===== config.mk =====
export PLATFORM = sky130hd
export DESIGN_NAME = blfs_top
export DESIGN_NICKNAME = d
export VERILOG_FILES = /design/src/hw/blfs_top.v
export VERILOG_INCLUDE_DIRS = /design/src /design/src/hw
export SDC_FILE = /design/constraint.sdc
export NUM_CORES = 1
export LEC_CHECK = 0
export BUFFER_PORTS_ARGS = -buffer_cell sky130_fd_sc_hd__buf_4
export CAP_MARGIN = 20
export CORE_ASPECT_RATIO = 0.6
export CORE_MARGIN = 2
export CORE_UTILIZATION = 45
export DETAILED_ROUTE_END_ITERATION = 6
export PLACE_DENSITY = 0.59
export SKIP_CTS_REPAIR_TIMING = 1
export SYNTH_ARGS = -nofsm -noshare
export SYNTH_HDL_FRONTEND = slang
export SYNTH_SLANG_ARGS = --single-unit
export TNS_END_PERCENT = 5

===== constraint.sdc =====
create_clock -name clk -period 2.85 [get_ports clk]
set_clock_uncertainty 0.2 [all_clocks]
set_input_delay 0.4275 -clock clk [delete_from_list [all_inputs] [get_ports clk]]
set_output_delay 0.4275 -clock clk [all_outputs]
set_load 0.03 [all_outputs]

===== src/hw/blfs_map.vh =====
/*
 constants for the backlight fault and status block with its two-wire slave port.
 assumes a 200 MHz core clock and comparator levels already synchronous-free from the analog side.
*/
// Operation
// - low headroom then overvoltage sets bits 0, 4
// - open string turns boost off
// - sink above short level stops all, standby
// - overcurrent kills switch for rest of period
// - 32 windows with overcurrent set bit 1
// - overtemperature stops device, sets bit 2
// - restart once temperature falls to restart level
// - grounded or floating sink channel is excluded; the code still lets its short level freeze standby
// - bus busy from start until stop
// - answer only own seven-bit address
// - address bit eight selects direction
// - direction fixed until repeated start
// - write: register index byte, then data
// - bytes eight bits, msb first, unlimited count
// - receiver acknowledges after each byte
// - slave may stretch clock low
// - seven eight-bit registers on the bus
// - overvoltage flagged only after 1 ms qualification
`ifndef BLFS_MAP_VH
`define BLFS_MAP_VH
`define BLFS_SLAVE_ADDR   7'h36
`define BLFS_NUM_REGS     4'h7
`define BLFS_REG_FAULT    3'h6
`define BLFS_REG_CTRL     3'h0
`define BLFS_REG_MODE     3'h1
`define BLFS_FLT_OV       0
`define BLFS_FLT_OC       1
`define BLFS_FLT_OT       2
`define BLFS_FLT_OPEN     4
`define BLFS_CLK_MHZ      200
`define BLFS_OV_QUAL_US   1000
`define BLFS_OV_QUAL_CYC  (`BLFS_OV_QUAL_US * `BLFS_CLK_MHZ)
`define BLFS_OC_WIN_US    128
`define BLFS_OC_WIN_CYC   (`BLFS_OC_WIN_US * `BLFS_CLK_MHZ)
`define BLFS_OC_WINDOWS   6'h20
`endif


===== src/hw/blfs_top.v =====
/*
 backlight fault logic plus two-wire slave with a seven-register file.
 assumes comparator inputs are asynchronous and the bus pins are open drain, resolved outside.
*/
`timescale 1ns/1ps
`include "blfs_map.vh"
module blfs_top #(
	parameter OV_QUAL_CYC = `BLFS_OV_QUAL_CYC, // shortenable in simulation
	parameter OC_WIN_CYC  = `BLFS_OC_WIN_CYC
) (
	input  wire       clk,
	input  wire       reset,
	input  wire       scl_in,
	output reg        scl_oe_ff,
	output wire       scl_out,
	input  wire       sda_in,
	output reg        sda_oe_ff,
	output wire       sda_out,
	input  wire       stretch_req,
	input  wire [2:0] sink_headroom_low,
	input  wire       over_voltage_guard,
	input  wire [2:0] sink_short_high,
	input  wire       switch_overcurrent_guard,
	input  wire       switch_period_start,
	input  wire       temp_above_upper,
	input  wire       temp_below_restart,
	input  wire [2:0] string_sink_pin_unused,
	input  wire       hardware_enable_pin,
	output reg        boost_enable_ff,
	output reg        switch_gate_ff,
	output reg  [2:0] sink_enable_ff,
	output reg        standby_ff,
	output reg  [7:0] fault_flags_ff,
	output reg        bus_busy_ff
);
	// open drain: always drive low when enabled
	assign scl_out = 1'b0;
	assign sda_out = 1'b0;

	// three-stage samplers; second and third must agree
	reg [2:0] scl_s_ff, sda_s_ff;
	reg       scl_ff, sda_ff, scl_prev_ff, sda_prev_ff;
	reg [2:0] hr_s1_ff, hr_s2_ff, hr_s3_ff;
	reg [2:0] sh_s1_ff, sh_s2_ff, sh_s3_ff;
	reg [2:0] un_s1_ff, un_s2_ff, un_s3_ff;
	reg [4:0] m_s1_ff, m_s2_ff, m_s3_ff;  // ov, oc, tup, tlow, en
	reg [2:0] hr_ff, sh_ff, un_ff;
	reg [4:0] m_ff;
	always @(posedge clk) begin
		if (reset) begin
			scl_s_ff <= 3'h7; sda_s_ff <= 3'h7;
			scl_ff <= 1'b1; sda_ff <= 1'b1; scl_prev_ff <= 1'b1; sda_prev_ff <= 1'b1;
			hr_s1_ff <= 3'h0; hr_s2_ff <= 3'h0; hr_s3_ff <= 3'h0; hr_ff <= 3'h0;
			sh_s1_ff <= 3'h0; sh_s2_ff <= 3'h0; sh_s3_ff <= 3'h0; sh_ff <= 3'h0;
			un_s1_ff <= 3'h0; un_s2_ff <= 3'h0; un_s3_ff <= 3'h0; un_ff <= 3'h0;
			m_s1_ff <= 5'h00; m_s2_ff <= 5'h00; m_s3_ff <= 5'h00; m_ff <= 5'h00;
		end else begin
			scl_s_ff <= {scl_s_ff[1:0], scl_in};
			sda_s_ff <= {sda_s_ff[1:0], sda_in};
			if (scl_s_ff[1] == scl_s_ff[2]) scl_ff <= scl_s_ff[2];
			if (sda_s_ff[1] == sda_s_ff[2]) sda_ff <= sda_s_ff[2];
			scl_prev_ff <= scl_ff;
			sda_prev_ff <= sda_ff;
			hr_s1_ff <= sink_headroom_low; hr_s2_ff <= hr_s1_ff; hr_s3_ff <= hr_s2_ff;
			sh_s1_ff <= sink_short_high; sh_s2_ff <= sh_s1_ff; sh_s3_ff <= sh_s2_ff;
			un_s1_ff <= string_sink_pin_unused; un_s2_ff <= un_s1_ff; un_s3_ff <= un_s2_ff;
			m_s1_ff <= {hardware_enable_pin, temp_below_restart, temp_above_upper,
				switch_overcurrent_guard, over_voltage_guard};
			m_s2_ff <= m_s1_ff; m_s3_ff <= m_s2_ff;
			hr_ff <= (hr_s2_ff & hr_s3_ff) | (hr_ff & (hr_s2_ff | hr_s3_ff));
			sh_ff <= (sh_s2_ff & sh_s3_ff) | (sh_ff & (sh_s2_ff | sh_s3_ff));
			un_ff <= (un_s2_ff & un_s3_ff) | (un_ff & (un_s2_ff | un_s3_ff));
			m_ff  <= (m_s2_ff & m_s3_ff) | (m_ff & (m_s2_ff | m_s3_ff));
		end
	end
	wire ov_lvl = m_ff[0];
	wire oc_lvl = m_ff[1];
	wire t_up   = m_ff[2];
	wire t_low  = m_ff[3];
	wire hw_en  = m_ff[4];
	// period start comes from the core's own switching logic, same clock
	wire scl_rise = scl_ff & ~scl_prev_ff;
	wire scl_fall = ~scl_ff & scl_prev_ff;
	wire start_c  = scl_ff & scl_prev_ff & sda_prev_ff & ~sda_ff;
	wire stop_c   = scl_ff & scl_prev_ff & ~sda_prev_ff & sda_ff;

	// register file: seven bytes, fault byte is hardware owned
	reg [7:0] regs_ff [0:6];
	reg [2:0] ptr_ff;

	// over-voltage qualification counter
	reg [31:0] ov_cnt_ff;
	reg        ov_q_ff;
	always @(posedge clk) begin
		if (reset) begin
			ov_cnt_ff <= 32'h0;
			ov_q_ff <= 1'b0;
		end else if (!ov_lvl) begin
			ov_cnt_ff <= 32'h0; // short excursions rejected
			ov_q_ff <= 1'b0;
		end else if (ov_cnt_ff < OV_QUAL_CYC) begin
			ov_cnt_ff <= ov_cnt_ff + 32'h1;
		end else begin
			ov_q_ff <= 1'b1;
		end
	end

	// over-current observation windows
	reg [31:0] win_cnt_ff;
	reg        win_hit_ff;
	reg [5:0]  win_run_ff;
	wire       win_end = (win_cnt_ff == OC_WIN_CYC - 1);
	always @(posedge clk) begin
		if (reset) begin
			win_cnt_ff <= 32'h0;
			win_hit_ff <= 1'b0;
			win_run_ff <= 6'h0;
		end else begin
			win_cnt_ff <= win_end ? 32'h0 : win_cnt_ff + 32'h1;
			if (win_end) begin
				win_hit_ff <= oc_lvl;
				// a quiet window breaks the run
				win_run_ff <= (win_hit_ff | oc_lvl) ?
					((win_run_ff == `BLFS_OC_WINDOWS) ? win_run_ff : win_run_ff + 6'h1) :
					6'h0;
			end else if (oc_lvl) begin
				win_hit_ff <= 1'b1;
			end
		end
	end

	// protection state and outputs
	reg ot_ff;
	wire [2:0] used = ~un_ff;
	always @(posedge clk) begin
		if (reset) begin
			fault_flags_ff <= 8'h00;
			ot_ff <= 1'b0;
			boost_enable_ff <= 1'b0;
			switch_gate_ff <= 1'b0;
			sink_enable_ff <= 3'h0;
			standby_ff <= 1'b1;
		end else begin
			if (ov_q_ff) fault_flags_ff[`BLFS_FLT_OV] <= 1'b1;
			if (ov_q_ff && |(hr_ff & used)) fault_flags_ff[`BLFS_FLT_OPEN] <= 1'b1;
			if (win_run_ff == `BLFS_OC_WINDOWS) fault_flags_ff[`BLFS_FLT_OC] <= 1'b1;
			if (t_up) begin
				ot_ff <= 1'b1;
				fault_flags_ff[`BLFS_FLT_OT] <= 1'b1;
			end else if (t_low) begin
				ot_ff <= 1'b0;
			end
			// short: standby until the short clears with ctrl bit 0 set and enable high
			if (|(sh_ff & used)) standby_ff <= 1'b1;
			else if (!hw_en) standby_ff <= 1'b1;
			else if (standby_ff && !regs_ff[`BLFS_REG_CTRL][0]) standby_ff <= 1'b1;
			else if (!(|sh_ff)) standby_ff <= ~regs_ff[`BLFS_REG_CTRL][0] | ~hw_en;
			boost_enable_ff <= !standby_ff && !ot_ff && !(|(sh_ff & used)) &&
				!fault_flags_ff[`BLFS_FLT_OPEN] && !ov_lvl;
			sink_enable_ff <= (standby_ff || ot_ff || |(sh_ff & used)) ? 3'h0 :
				(regs_ff[`BLFS_REG_CTRL][3:1] & used);
			// gate off for the rest of the period on overcurrent
			if (oc_lvl || standby_ff || ot_ff) switch_gate_ff <= 1'b0;
			else if (switch_period_start) switch_gate_ff <= boost_enable_ff;
		end
	end

	// two-wire slave
	localparam ST_IDLE = 3'h0, ST_ADDR = 3'h1, ST_AACK = 3'h2, ST_WR = 3'h3,
		ST_WACK = 3'h4, ST_RD = 3'h5, ST_RACK = 3'h6;
	reg [2:0] st_ff;
	reg [3:0] bit_ff;
	reg [7:0] sh_reg_ff;
	reg       have_ptr_ff;
	reg       nack_ff;
	integer   i;
	wire      strings_off = (regs_ff[`BLFS_REG_CTRL][3:1] == 3'h0);
	always @(posedge clk) begin
		if (reset) begin
			st_ff <= ST_IDLE; bit_ff <= 4'h0; sh_reg_ff <= 8'h00;
			have_ptr_ff <= 1'b0; ptr_ff <= 3'h0; nack_ff <= 1'b0;
			sda_oe_ff <= 1'b0; scl_oe_ff <= 1'b0; bus_busy_ff <= 1'b0;
			for (i = 0; i < 7; i = i + 1) regs_ff[i] <= 8'h00;
		end else begin
			regs_ff[`BLFS_REG_FAULT] <= fault_flags_ff;
			// stretch only while clock already low
			scl_oe_ff <= stretch_req && !scl_ff && st_ff != ST_IDLE;
			if (stop_c) begin
				bus_busy_ff <= 1'b0;
				st_ff <= ST_IDLE; sda_oe_ff <= 1'b0;
			end else if (start_c) begin
				bus_busy_ff <= 1'b1;
				st_ff <= ST_ADDR; bit_ff <= 4'h0; have_ptr_ff <= 1'b0; sda_oe_ff <= 1'b0;
			end else if (scl_rise && (st_ff == ST_ADDR || st_ff == ST_WR)) begin
				sh_reg_ff <= {sh_reg_ff[6:0], sda_ff};
				bit_ff <= bit_ff + 4'h1;
			end else if (scl_rise && st_ff == ST_RACK) begin
				nack_ff <= sda_ff;
			end else if (scl_fall) begin
				case (st_ff)
				ST_ADDR: if (bit_ff == 4'h8) begin
					if (sh_reg_ff[7:1] == `BLFS_SLAVE_ADDR) begin
						st_ff <= ST_AACK; sda_oe_ff <= 1'b1;
					end else st_ff <= ST_IDLE;
				end
				ST_AACK: begin
					bit_ff <= 4'h0;
					if (sh_reg_ff[0]) begin
						st_ff <= ST_RD;
						sh_reg_ff <= regs_ff[ptr_ff];
						sda_oe_ff <= ~regs_ff[ptr_ff][7];
					end else begin
						st_ff <= ST_WR; sda_oe_ff <= 1'b0;
					end
				end
				ST_WR: if (bit_ff == 4'h8) begin
					st_ff <= ST_WACK; sda_oe_ff <= 1'b1;
					if (!have_ptr_ff) begin
						have_ptr_ff <= 1'b1;
						ptr_ff <= (sh_reg_ff[2:0] == 3'h7) ? 3'h0 : sh_reg_ff[2:0];
					end else begin
						if (ptr_ff != `BLFS_REG_FAULT &&
							(ptr_ff != `BLFS_REG_MODE || strings_off))
							regs_ff[ptr_ff] <= sh_reg_ff;
						ptr_ff <= (ptr_ff == 3'h6) ? 3'h0 : ptr_ff + 3'h1;
					end
				end
				ST_WACK: begin
					st_ff <= ST_WR; bit_ff <= 4'h0; sda_oe_ff <= 1'b0;
				end
				ST_RD: begin
					bit_ff <= bit_ff + 4'h1;
					if (bit_ff == 4'h7) begin
						st_ff <= ST_RACK; sda_oe_ff <= 1'b0;
						ptr_ff <= (ptr_ff == 3'h6) ? 3'h0 : ptr_ff + 3'h1;
					end else begin
						sh_reg_ff <= {sh_reg_ff[6:0], 1'b0};
						sda_oe_ff <= ~sh_reg_ff[6];
					end
				end
				ST_RACK: if (nack_ff) begin
					st_ff <= ST_IDLE; // master done
				end else begin
					st_ff <= ST_RD; bit_ff <= 4'h0;
					sh_reg_ff <= regs_ff[ptr_ff]; sda_oe_ff <= ~regs_ff[ptr_ff][7];
				end
				default: st_ff <= ST_IDLE;
				endcase
			end
		end
	end
endmodule


After elaboration in Yosys (flattened, before gate mapping). Memories as Yosys holds them, arrays and structs flattened. A register that Yosys moved wholly into a read port is not among the register bits. Cells that the tools add are included.

Word-level logic and storage cells: 258. Register bits: 172. Memories kept: 1. RAM bits: 56. Output and inout bits: 19. Input port bits: 20.

Memory list: regs_ff (words 7, width 8, rd ports 2, clocked after memory_dff 1, write ports 7, RTL line blfs_top.v:88) `reg [7:0] regs_ff [0:6];`.

Bitwise gates (word level): 43. $add $sub $neg: 5. Reduce and logical (&&, ||, !) cells: 59. $lt $le $gt $ge: 1. Mux-type cells: 68. Eq/ne operators: 34.

Operator list (count): $add A32 B1 Y32 const B (2); $mux W8 (8); $mux W3 (13); $mux W1 (34); $eq A32 B15 Y1 const B (1); $lt A32 B18 Y1 const B (1); $and A3 B3 Y3 (9); $pmux W8 S3 (1); $reduce_and A8 Y1 (3); $mux W4 (5); $ne A3 B3 Y1 const B (6); $or A3 B3 Y3 (6); $pmux W3 S6 (1); $reduce_and A6 Y1 (3); $eq A3 B3 Y1 const B (5); $reduce_bool A2 Y1 (7); $not A1 Y1 (13); $mux W6 (2); $ne A2 B2 Y1 const B (6); $pmux W4 S3 (1); $reduce_or A2 Y1 (6); $reduce_or A3 Y1 (4); $logic_and A1 B1 Y1 (11); $and A5 B5 Y5 (2); other kinds (34) (60).

Logic depth before layout (Yosys ltp). Gate-level depths: netlist of run 1. An unclocked memory read counts as a cell.

Depth in word-level cells: 17. Gate-level depth with buffers: 9. Gate-level depth less buffers: 8.

Least setup slack after synthesis of run 1. No wires, ideal clock.

Path kind: register -> register. Start: reg bit_ff[0]. End: mem regs_ff[3][0] (enable). Setup time: 0.309 ns. Period minus slack after synthesis: 2.441 ns. Path buffers: 1. Required time: 2.341 ns. Setup slack: 0.409 ns. Stages on the path, launching flop included: 10. Arrival: 1.931 ns. Cells stage by stage: dfxtp_1 > inv_1 > ha_1 > and3b_1 > and4_1 > nand2_1 > nor3_2 > clkbuf_2 > nor3b_4 > or2_2.

RTL lines: start, declared (RTL line blfs_top.v:172) `reg [3:0] bit_ff;`; start signal, assigned (RTL line blfs_top.v:196) `bit_ff <= bit_ff + 4'h1;`; start signal, assigned (RTL line blfs_top.v:232) `bit_ff <= bit_ff + 4'h1;`; end, declared (RTL line blfs_top.v:88).

==> results.py, run 1 <==
metrics = {
    "run_status": {
        "status": "finished, final reports clean",
    },
    "clocking": {
        "htreeDepth": 1,
        "cts_tree": "built",
        "worstSkewPairLatency_ns": 0.52,
        "numCtsBuffers": 23,
        "cts_sinks": 235,
        "path_clk_slew_ns": 0.06,
        "clock_path_buffers": 3,
        "cts_root_buffer": "clkbuf_16",
    },
    "worst_setup_path": {
        "slowest_delay_ns": 0.41,
        "cp.arrival_ns": 2.62,
        "endpoint_kind": "flop",
        "reg2reg_from": "bit_ff[0]",
        "cpLargestDelayFamily": "simple AND/OR/NAND/NOR gates",
        "startpoint_type": "flop",
        "critPathBufInv": 1,
        "crit_fanout": 8,
        "path_cells": "inv_1 > ha_1 > and3b_1 > and4_1 > nand2_1 > nor3_2 > nor4b_4 > or2_2",
        "crit_slowest_cell": "nor3_2",
        "reg2regPathDepth": 8,
        "timing.critical_path.required_ns": 2.86,
        "ff2ff_setup_slack_ns": 0.24,
        "worstSetupPathType": "reg2reg",
        "r2r_end": "regs_ff[4][6]",
    },
    "finish": {
        "diodes": 0,
        "final_nets": 1026,
        "drive_gt1_share_pct": 13.5,
        "syn_to_final_growth_pct": 16.8,
        "fillers": 1948,
    },
    "synthesis": {
        "synthFlopType": "dfxtp_1",
        "ys_ff_latch": 235,
        "synthArstFlopShare_pct": 0,
        "synthCells": 929,
        "syn_area_sq_um": 9490,
        "synth_edf_count": 56,
        "synth_most_common_cell": "dfxtp_1",
        "synth_top_area_share_pct": 37.8,
        "yosys.area.top_type": "dfxtp_1",
        "synth_warnings": 0,
        "syn_area_per_cell_sq_um": 10.2,
        "synth_common_cells": "dfxtp_1, nor2_1, and2_1",
        "synth.distinct_cells": 62,
        "synth.area.top_cells": "dfxtp_1, edfxtp_1, and2_1, nor2_1, nor2b_1",
        "yosysSeqAreaShare_pct": 55.5,
    },
    "floorplan": {
        "die_w_microns": 191,
        "die-area_sq_um": 22300,
        "rows": 41,
        "die_h_microns": 116,
        "initial_core_util_pct": 45.5,
        "core_area_sq_um": 20800,
        "ios": 39,
    },
    "pwr": {
        "p_switching_uw": 1400,
        "power_density_nw_per_um2": 599,
        "intPower_uw": 5240,
        "leakagePower_uw": 0.00393,
        "pwr-share-comb_pct": 2.4,
        "p_clk_share_pct": 45.1,
        "power_uw": 6640,
        "irDropWorstVdd_mv": 0.395,
        "netSwitchingFraction_pct": 21.0,
        "p_seq_share_pct": 52.5,
    },
    "sta": {
        "fin_crit_ns": 2.61,
        "setup_ws_ns": 0.239,
        "slew_viol_final": 0,
        "fmax_mhz": 383,
        "period_share_pct": 91.6,
        "hold_viol": 0,
        "rsz0062_at_grt": "false",
        "relSlewSlack_pct": 36.8,
        "final-setup-viol-count": 0,
        "tightestPinTransition_ns": 0.941,
        "tns_ns": 0,
    },
    "detailed_routing": {
        "wl_per_cell_microns": 15.5,
        "drt_wl_total_microns": 20100,
        "drcViolationCount": 0,
        "ant_nets": 0,
        "post_drt_via_cell_ratio": 5.20,
        "drt_iter0_markers": 464,
        "first_pass_iters": 7,
        "via_count": 6743,
    },
    "min_path": {
        "hold_path_end": "switch_gate_ff",
        "worstHoldPathCells": 3,
        "min_path_type": "in2reg",
        "hold_start": "switch_period_start",
    },
    "grt": {
        "grt_antenna_before_repair": 0,
        "grt_pass1_vias": 6136,
        "grt_pass1_wl_microns": 32800,
        "grt_max_degree": 57,
        "grt_overflow_total": 0,
        "grt_usage_pct": 18.5,
    },
    "placement": {
        "gp_congestion": 0.877,
        "io_buffers": 32,
        "place_worst_setup_slack_ns": 0.277,
        "hpwl_microns": 13800,
    },
    "flow_run": {
        "timing.max_cap.violations": 0,
    },
}
## power by group through the flow
stage	clock network, uW	logic (uW)	registers [uW]
after floorplan	0	101	3550
after global placement	0	143	3560
after detailed placement	0	144	3560
after CTS	3060	144	3480
after global routing	3200	177	3490
final	2990	161	3490
## sequential cells by signal, indices dropped and copies added, names as in the netlist, 4 cells and up, named ones only
register and flops:
m_s3_ff 5, win_run_ff 6, m_s2_ff 5, sh_reg_ff 8, regs_ff 60, fault_flags_ff 4, ov_cnt_ff 32, bit_ff 4
win_cnt_ff 32, m_s1_ff 5, m_ff 5
## per-stage QoR
stage               cell area, sq um  hold WS, ns  utilization, %  cells
floorplan                       9500        0.181               -    934
detailed placement             10200        0.198            48.8   1237
global route                   11100        0.119            53.2   1296
global placement               10200        0.196            48.8   1237
CTS                            10900       -0.138            52.4   1279
finish                         11100        0.104            53.2   1296
## cell usage in the layout (no fill, tap or decap), types with 7 or more instances in the layout
cell	count
a211oi_1	12
a21oi_1	44
and2_1	65
and3_1	11
buf_4	67
clkbuf_16	23
dfxtp_1	179
dlygate4sd3_1	17
edfxtp_1	56
inv_1	20
mux2i_1	11
mux4_2	12
nand2_1	63
nand2b_1	7
nand3_1	20
nand4_1	13
nor2_1	95
nor2b_1	51
nor3_1	24
nor3b_1	8
nor4_1	13
o21ai_0	53
or2_2	11
or3_1	10
xnor2_1	21
xor2_1	16
## worst reg2reg max path, cell delays in order (launching register included)
cell and delay [ns]:
dfxtp_1 0.34, inv_1 0.07, ha_1 0.14, and3b_1 0.22
and4_1 0.25, nand2_1 0.13, nor3_2 0.41, nor4b_4 0.28
or2_2 0.27
## cell families (layout without fill, tap and decap cells)
family	Yosys count	in the layout	share of synthesized area (%)
DFF	235	235	55.5
adders and majority gates	6	6	0.791
xor gates and xnor gates	37	37	3.42
AOI/OAI and AO/OA	144	144	9.00
and+or+nand+nor	416	416	23.8
buffers and inverters	63	146	2.98
other	1	6	0.0395
muxes	27	27	4.48
## layer usage
layer | part of all wire [%] | GRT usage, % | wire, microns | vias up
met5 | 0 | 0 | 0 | -
met4 | 1.4 | 3.90 | 278 | 0
met3 | 5.5 | 2.97 | 1110 | 22
met2 | 39 | 25.1 | 7850 | 144
met1 | 54 | 30.2 | 10900 | 3192
li1 | - | - | - | 3385
## worst max-delay path by stage
stage               from       endpoint  slack [ns]  cells after the start
2_1_floorplan  bit_ff[0]  regs_ff[3][0]        0.41                      9
3_5_place_dp   bit_ff[0]  regs_ff[4][7]        0.28                      8
5_1_grt        bit_ff[0]  regs_ff[4][6]        0.04                      8
3_3_place_gp   bit_ff[0]  regs_ff[4][7]        0.32                      8
4_1_cts        bit_ff[0]  regs_ff[4][6]        0.25                      8
6_report       bit_ff[0]  regs_ff[4][6]        0.24                      8
## area by class of cell
| class | count | area [sq um] | share of cell area, % |
|---|---|---|---|
| well taps | 279 | 349 | 3.15 |
| clock buffers | 29 | 608 | 5.49 |
| repair buffers | 84 | 673 | 6.08 |
| multi-input cells | 636 | 3970 | 35.8 |
| clock inverters | 13 | 135 | 1.22 |
| inverters | 20 | 75.1 | 0.678 |
| flip-flops and latches | 235 | 5270 | 47.5 |
Power figures use the tool's default switching activity.
==> run 2: changes to the inputs <==
Settings changed: CTS_BUF_LIST set to sky130_fd_sc_hd__clkbuf_4 sky130_fd_sc_hd__clkbuf_8.
==> run 2 against run 1 <==
Effect of this change:
- sequential power about the same
- die area unchanged
- first-iteration DRC count is 5.6% lower
- highest routed layer unchanged
- utilization down 0.23 points
- count of clock-buffer cells in the layout rose by 21
- routed wire length up 1.5%
- via count rose by 0.61%
- sequential share of layout area increased by 0.20 points
- register-to-register slack got worse by 0.03 ns
- sequential cell count unchanged
==> results.py, run 2 (synthesis gave the netlist of run 1 again) <==
metrics = {
    "finish": {
        "final_nets": 1039,
        "drive_gt1_share_pct": 15.6,
        "regMostFlops": "regs_ff",
        "layout_common_cells": "dfxtp_1, nor2_1, buf_4, and2_1, nand2_1",
        "syn_to_final_growth_pct": 16.3,
        "diodes": 0,
        "largest_reg_flops": 60,
        "layout_top_registers": "regs_ff x60, ov_cnt_ff x32, win_cnt_ff x32",
        "final_common_cell": "dfxtp_1",
    },
    "floorplan": {
        "die_h_microns": 116,
        "rows": 41,
        "die-area_sq_um": 22300,
        "initial_core_util_pct": 45.5,
        "ios": 39,
        "die_w_microns": 191,
        "core_area_sq_um": 20800,
    },
    "clocking": {
        "cts_tree": "built",
        "worstSkewPairLatency_ns": 0.53,
        "cts_sinks": 235,
        "path_clk_slew_ns": 0.06,
        "numCtsBuffers": 36,
        "cts_root_buffer": "clkbuf_8",
        "clock_path_buffers": 3,
        "htreeDepth": 2,
    },
    "placement": {
        "gp_congestion": 0.877,
        "place_worst_setup_slack_ns": 0.277,
        "io_buffers": 32,
        "hpwl_microns": 13800,
    },
    "grt": {
        "grt_antenna_before_repair": 0,
        "grt_pass1_vias": 6312,
        "grt_overflow_total": 0,
        "grt_pass1_wl_microns": 33300,
        "grt.busiest_layer": "met1",
        "grt.met2_usage_pct": 25.2,
        "grtUsageMet3_pct": 3.97,
        "grt_max_degree": 57,
        "grt_use_met1_pct": 30.2,
        "grt_usage_pct": 18.9,
    },
    "sta": {
        "rsz0062_at_grt": "false",
        "tns_ns": 0,
        "tightestPinTransition_ns": 0.905,
        "period_share_pct": 92.5,
        "final-setup-viol-count": 0,
        "hold_viol": 0,
        "slew_viol_final": 0,
        "setup_ws_ns": 0.213,
        "fin_crit_ns": 2.64,
        "relSlewSlack_pct": 39.2,
        "fmax_mhz": 379,
    },
    "worst_setup_path": {
        "path_cells": "inv_1 > ha_1 > and3b_1 > and4_1 > nand2_1 > nor3_2 > nor4b_4 > or2_2",
        "timing.critical_path.required_ns": 2.87,
        "endpoint_kind": "flop",
        "crit_slowest_cell": "nor3_2",
        "slowest_delay_ns": 0.41,
        "cp.arrival_ns": 2.65,
        "crit_fanout": 8,
        "startpoint_type": "flop",
        "worstSetupPathType": "reg2reg",
    },
    "detailed_routing": {
        "drcViolationCount": 0,
        "drt_iter0_markers": 438,
        "post_drt_via_cell_ratio": 5.16,
        "via_count": 6784,
        "first_pass_iters": 5,
        "drt_wl_total_microns": 20400,
        "wl_per_cell_microns": 15.5,
        "ant_nets": 0,
    },
    "pwr": {
        "leakagePower_uw": 0.00395,
        "irDropWorstVdd_mv": 0.305,
        "power_density_nw_per_um2": 579,
    },
    "flow_run": {
        "timing.max_cap.violations": 0,
    },
    "run_status": {
        "status": "finished, final reports clean",
    },
    "min_path": {
        "min_path_type": "in2reg",
    },
}
-- run 2: cell types whose count changed in the layout (fill, tap and decap cells not counted), sizes merged --
cell      previous run  this run
clkinvlp             3         0
clkbuf              29        50
clkinv               7        11
bufinv               2         0
-- run 2: where the power goes --
part | internal (uW) | switching (uW)
sequential | 3460 | 26.5
combinational | 73.7 | 87.7
clock | 1450 | 1290
-- run 2: worst paths after layout --
| check | startpoint | to | slack, ns | depth (start not counted) |
|---|---|---|---|---|
| hold / removal | switch_period_start | switch_gate_ff | 0.12 | 3 |
| hold reg to reg | sda_s_ff[0] | sda_s_ff[1] | 0.21 | 1 |
| setup reg to reg | bit_ff[0] | regs_ff[4][6] | 0.21 | 8 |
| setup / recovery | bit_ff[0] | regs_ff[4][6] | 0.21 | 8 |
-- run 2: worst max-delay path: cells and delay by family, from the launching register on --
family / cells / cell delay [ns]
adder cells (fa/ha/maj): 1 / 0.14
buffers and inverters: 1 / 0.07
flip-flops: 1 / 0.35
AND/OR/NAND/NOR: 6 / 1.58
-- run 2: cell type report --
type / instances / area (sq um)
Clock buffer: 50 / 638
Timing Repair Buffer: 84 / 673
Sequential cell: 235 / 5270
Clock inverter: 12 / 57.6
Multi-Input combinational cell: 636 / 3970
Fill cell: 1961 / 9800
Tap cell: 279 / 349
Inverter: 20 / 75.1
-- run 2: metal layers --
layer,up-vias,part of all wire [%]
met5,-,0
met4,0,1.8
met3,37,5.5
met2,161,38
met1,3171,55
li1,3415,-
-- run 2: metrics by stage --
stage | utilization (%) | cell area [sq um] | hold WS [ns] | std cells | power [uW]
after floorplan | - | 9500 | 0.181 | 934 | 3650
after global placement | 48.8 | 10200 | 0.196 | 1237 | 3700
after detailed placement | 48.8 | 10200 | 0.198 | 1237 | 3700
after CTS | 52.1 | 10900 | -0.137 | 1299 | 6440
after global routing | 52.9 | 11000 | 0.125 | 1316 | 6640
final | 52.9 | 11000 | 0.119 | 1316 | 6380
==> run 3: changes to the inputs <==
Settings changed: CORE_MARGIN 2 to not set, CTS_BUF_LIST sky130_fd_sc_hd__clkbuf_4 sky130_fd_sc_hd__clkbuf_8 to not set, SLEW_MARGIN set to 20.
==> run 3 against run 2 <==
Effect of this change:
- global-route usage down 0.11 points
- maximum frequency up 0.42%
- setup slack better by 0.011 ns
- non-clock buffer count down 1
- worst hold slack worse by 0.015 ns
- routed wire length down 3.1%
- sequential share of layout area down 0.22 points
- sequential cell count unchanged
- clock power up 10%
- first-iteration DRC count up 16%
- count of clock-buffer cells in the layout down 18
- combinational power about the same
- largest cell class unchanged
==> results.py, run 3 (synthesis gave the netlist of run 1 again) <==
metrics = {
    "sta": {
        "fmax_mhz": 381,
        "final-setup-viol-count": 0,
        "period_share_pct": 92.1,
        "rsz0062_at_grt": "false",
        "hold_viol": 0,
        "fin_crit_ns": 2.63,
        "slew_viol_final": 0,
        "relSlewSlack_pct": 37.0,
        "tightestPinTransition_ns": 0.938,
        "tns_ns": 0,
    },
    "clocking": {
        "cts_sinks": 235,
        "cts_root_buffer": "clkbuf_16",
        "worstSkewPairLatency_ns": 0.52,
        "numCtsBuffers": 23,
        "cts_tree": "built",
        "path_clk_slew_ns": 0.07,
        "htreeDepth": 1,
        "clock_path_buffers": 3,
    },
    "finish": {
        "final_common_cell": "dfxtp_1",
        "fillers": 1848,
        "multiInputGateArea_sq_um": 3980,
        "final_nets": 1025,
        "final-seq-area_sq_um": 5270,
        "layout_top_registers": "regs_ff x60, ov_cnt_ff x32, win_cnt_ff x32",
        "largest_reg_flops": 60,
        "regMostFlops": "regs_ff",
        "drive_gt1_share_pct": 13.8,
        "diodes": 0,
        "layout_common_cells": "dfxtp_1, nor2_1, buf_4, and2_1, nand2_1",
        "syn_to_final_growth_pct": 16.8,
    },
    "detailed_routing": {
        "drt_iter0_markers": 507,
        "drcViolationCount": 0,
        "ant_nets": 0,
        "wl_met3_microns": 1260,
        "wl_met2_microns": 7250,
        "first_pass_iters": 5,
        "wl_per_cell_microns": 15.4,
        "drt_wl_total_microns": 19800,
        "highest_layer": "met4",
        "post_drt_via_cell_ratio": 5.19,
        "via_count": 6684,
        "drt-met1-wl_microns": 11000,
    },
    "worst_setup_path": {
        "timing.critical_path.required_ns": 2.85,
        "path_cells": "inv_1 > ha_1 > and3b_1 > and4_1 > nand2_1 > nor3_4 > nor4b_4 > or2_2",
        "startpoint_type": "flop",
        "endpoint_kind": "flop",
        "worstSetupPathType": "reg2reg",
        "cp.arrival_ns": 2.63,
        "slowest_delay_ns": 0.35,
        "cpLargestDelayFamily": "simple AND/OR/NAND/NOR gates",
        "r2r_end": "regs_ff[4][7]",
        "critPathBufInv": 1,
        "reg2regPathDepth": 8,
        "ff2ff_setup_slack_ns": 0.22,
        "crit_fanout": 8,
        "crit_slowest_cell": "dfxtp_1",
        "reg2reg_from": "bit_ff[0]",
    },
    "floorplan": {
        "die-area_sq_um": 21700,
        "core_area_sq_um": 20300,
        "initial_core_util_pct": 46.7,
        "die_h_microns": 114,
        "ios": 39,
        "rows": 40,
        "die_w_microns": 189,
    },
    "pwr": {
        "power_uw": 6670,
        "p_seq_share_pct": 52.2,
        "leakagePower_uw": 0.00395,
        "pwr-share-comb_pct": 2.5,
        "netSwitchingFraction_pct": 21.1,
        "p_clk_share_pct": 45.3,
        "intPower_uw": 5260,
        "p_switching_uw": 1410,
        "power_density_nw_per_um2": 602,
        "irDropWorstVdd_mv": 0.415,
    },
    "flow_run": {
        "timing.max_cap.violations": 0,
    },
    "grt": {
        "grt_overflow_total": 0,
        "grt_pass1_wl_microns": 32200,
        "grt_usage_pct": 18.8,
        "grt_pass1_vias": 6044,
        "grt_max_degree": 56,
        "grt_antenna_before_repair": 0,
    },
    "min_path": {
        "worstHoldPathCells": 3,
        "hold_path_end": "switch_gate_ff",
        "min_path_type": "in2reg",
        "hold_start": "switch_period_start",
    },
    "placement": {
        "io_buffers": 32,
        "gp_congestion": 0.880,
        "hpwl_microns": 13600,
    },
    "run_status": {
        "status": "finished, final reports clean",
    },
}
## run 3: cell types whose count changed in the layout (fill, tap and decap cells not counted), moves of 4 or more
cell,before,now
clkbuf_8,42,3
clkinv_1,5,1
clkbuf_4,8,0
clkbuf_1,0,5
clkbuf_16,0,24
## run 3: how the worst max path moves through the flow
stage               startpoint            end  slack, ns  cells after the start
finish               bit_ff[0]  regs_ff[4][7]       0.22                      8
detailed placement   bit_ff[0]  regs_ff[4][7]       0.23                      8
global placement     bit_ff[0]  regs_ff[4][7]       0.26                      8
global route         bit_ff[0]  regs_ff[4][7]       0.05                      8
floorplan            bit_ff[0]  regs_ff[3][0]       0.41                      9
CTS                  bit_ff[0]  regs_ff[4][7]       0.18                      8
## run 3: power groups by stage
stage	Clock, uW	Combinational (uW)	Sequential (uW)
after floorplan	0	101	3550
after global placement	0	146	3560
final	3020	164	3480
after detailed placement	0	147	3560
after global routing	3230	179	3490
after CTS	3090	147	3480
## run 3: metrics by stage
stage / hold WS, ns / setup slack (ns) / instances / area (sq um) / utilization (%)
3_5_place_dp: 0.194 / 0.231 / 1230 / 10100 / 49.9
4_1_cts: -0.125 / 0.180 / 1272 / 10900 / 53.7
6_report: 0.104 / 0.224 / 1289 / 11100 / 54.5
2_1_floorplan: 0.181 / 0.409 / 934 / 9500 / -
3_3_place_gp: 0.194 / 0.256 / 1230 / 10100 / 49.9
5_1_grt: 0.106 / 0.0500 / 1289 / 11100 / 54.5
## run 3: area by class of cell
cell class	instances	area share [%]
multi-input cells	636	35.9
flip-flops and latches	235	47.5
clock buffers	32	5.96
clock inverters	10	0.858
inverters	20	0.678
well taps	273	3.08
repair buffers	83	6.01
## run 3: layer usage
metal,vias to the layer above,track usage (%)
met5,-,0
met4,0,3.82
met2,166,24.3
li1,3372,-
met3,24,3.71
met1,3122,31.2
## run 3: worst reg2reg max path, cell delays in order, from the launching register on
cell and delay [ns]:
dfxtp_1 0.35, inv_1 0.07, ha_1 0.13, and3b_1 0.27, and4_1 0.27, nand2_1 0.16
nor3_4 0.33, nor4b_4 0.27, or2_2 0.27
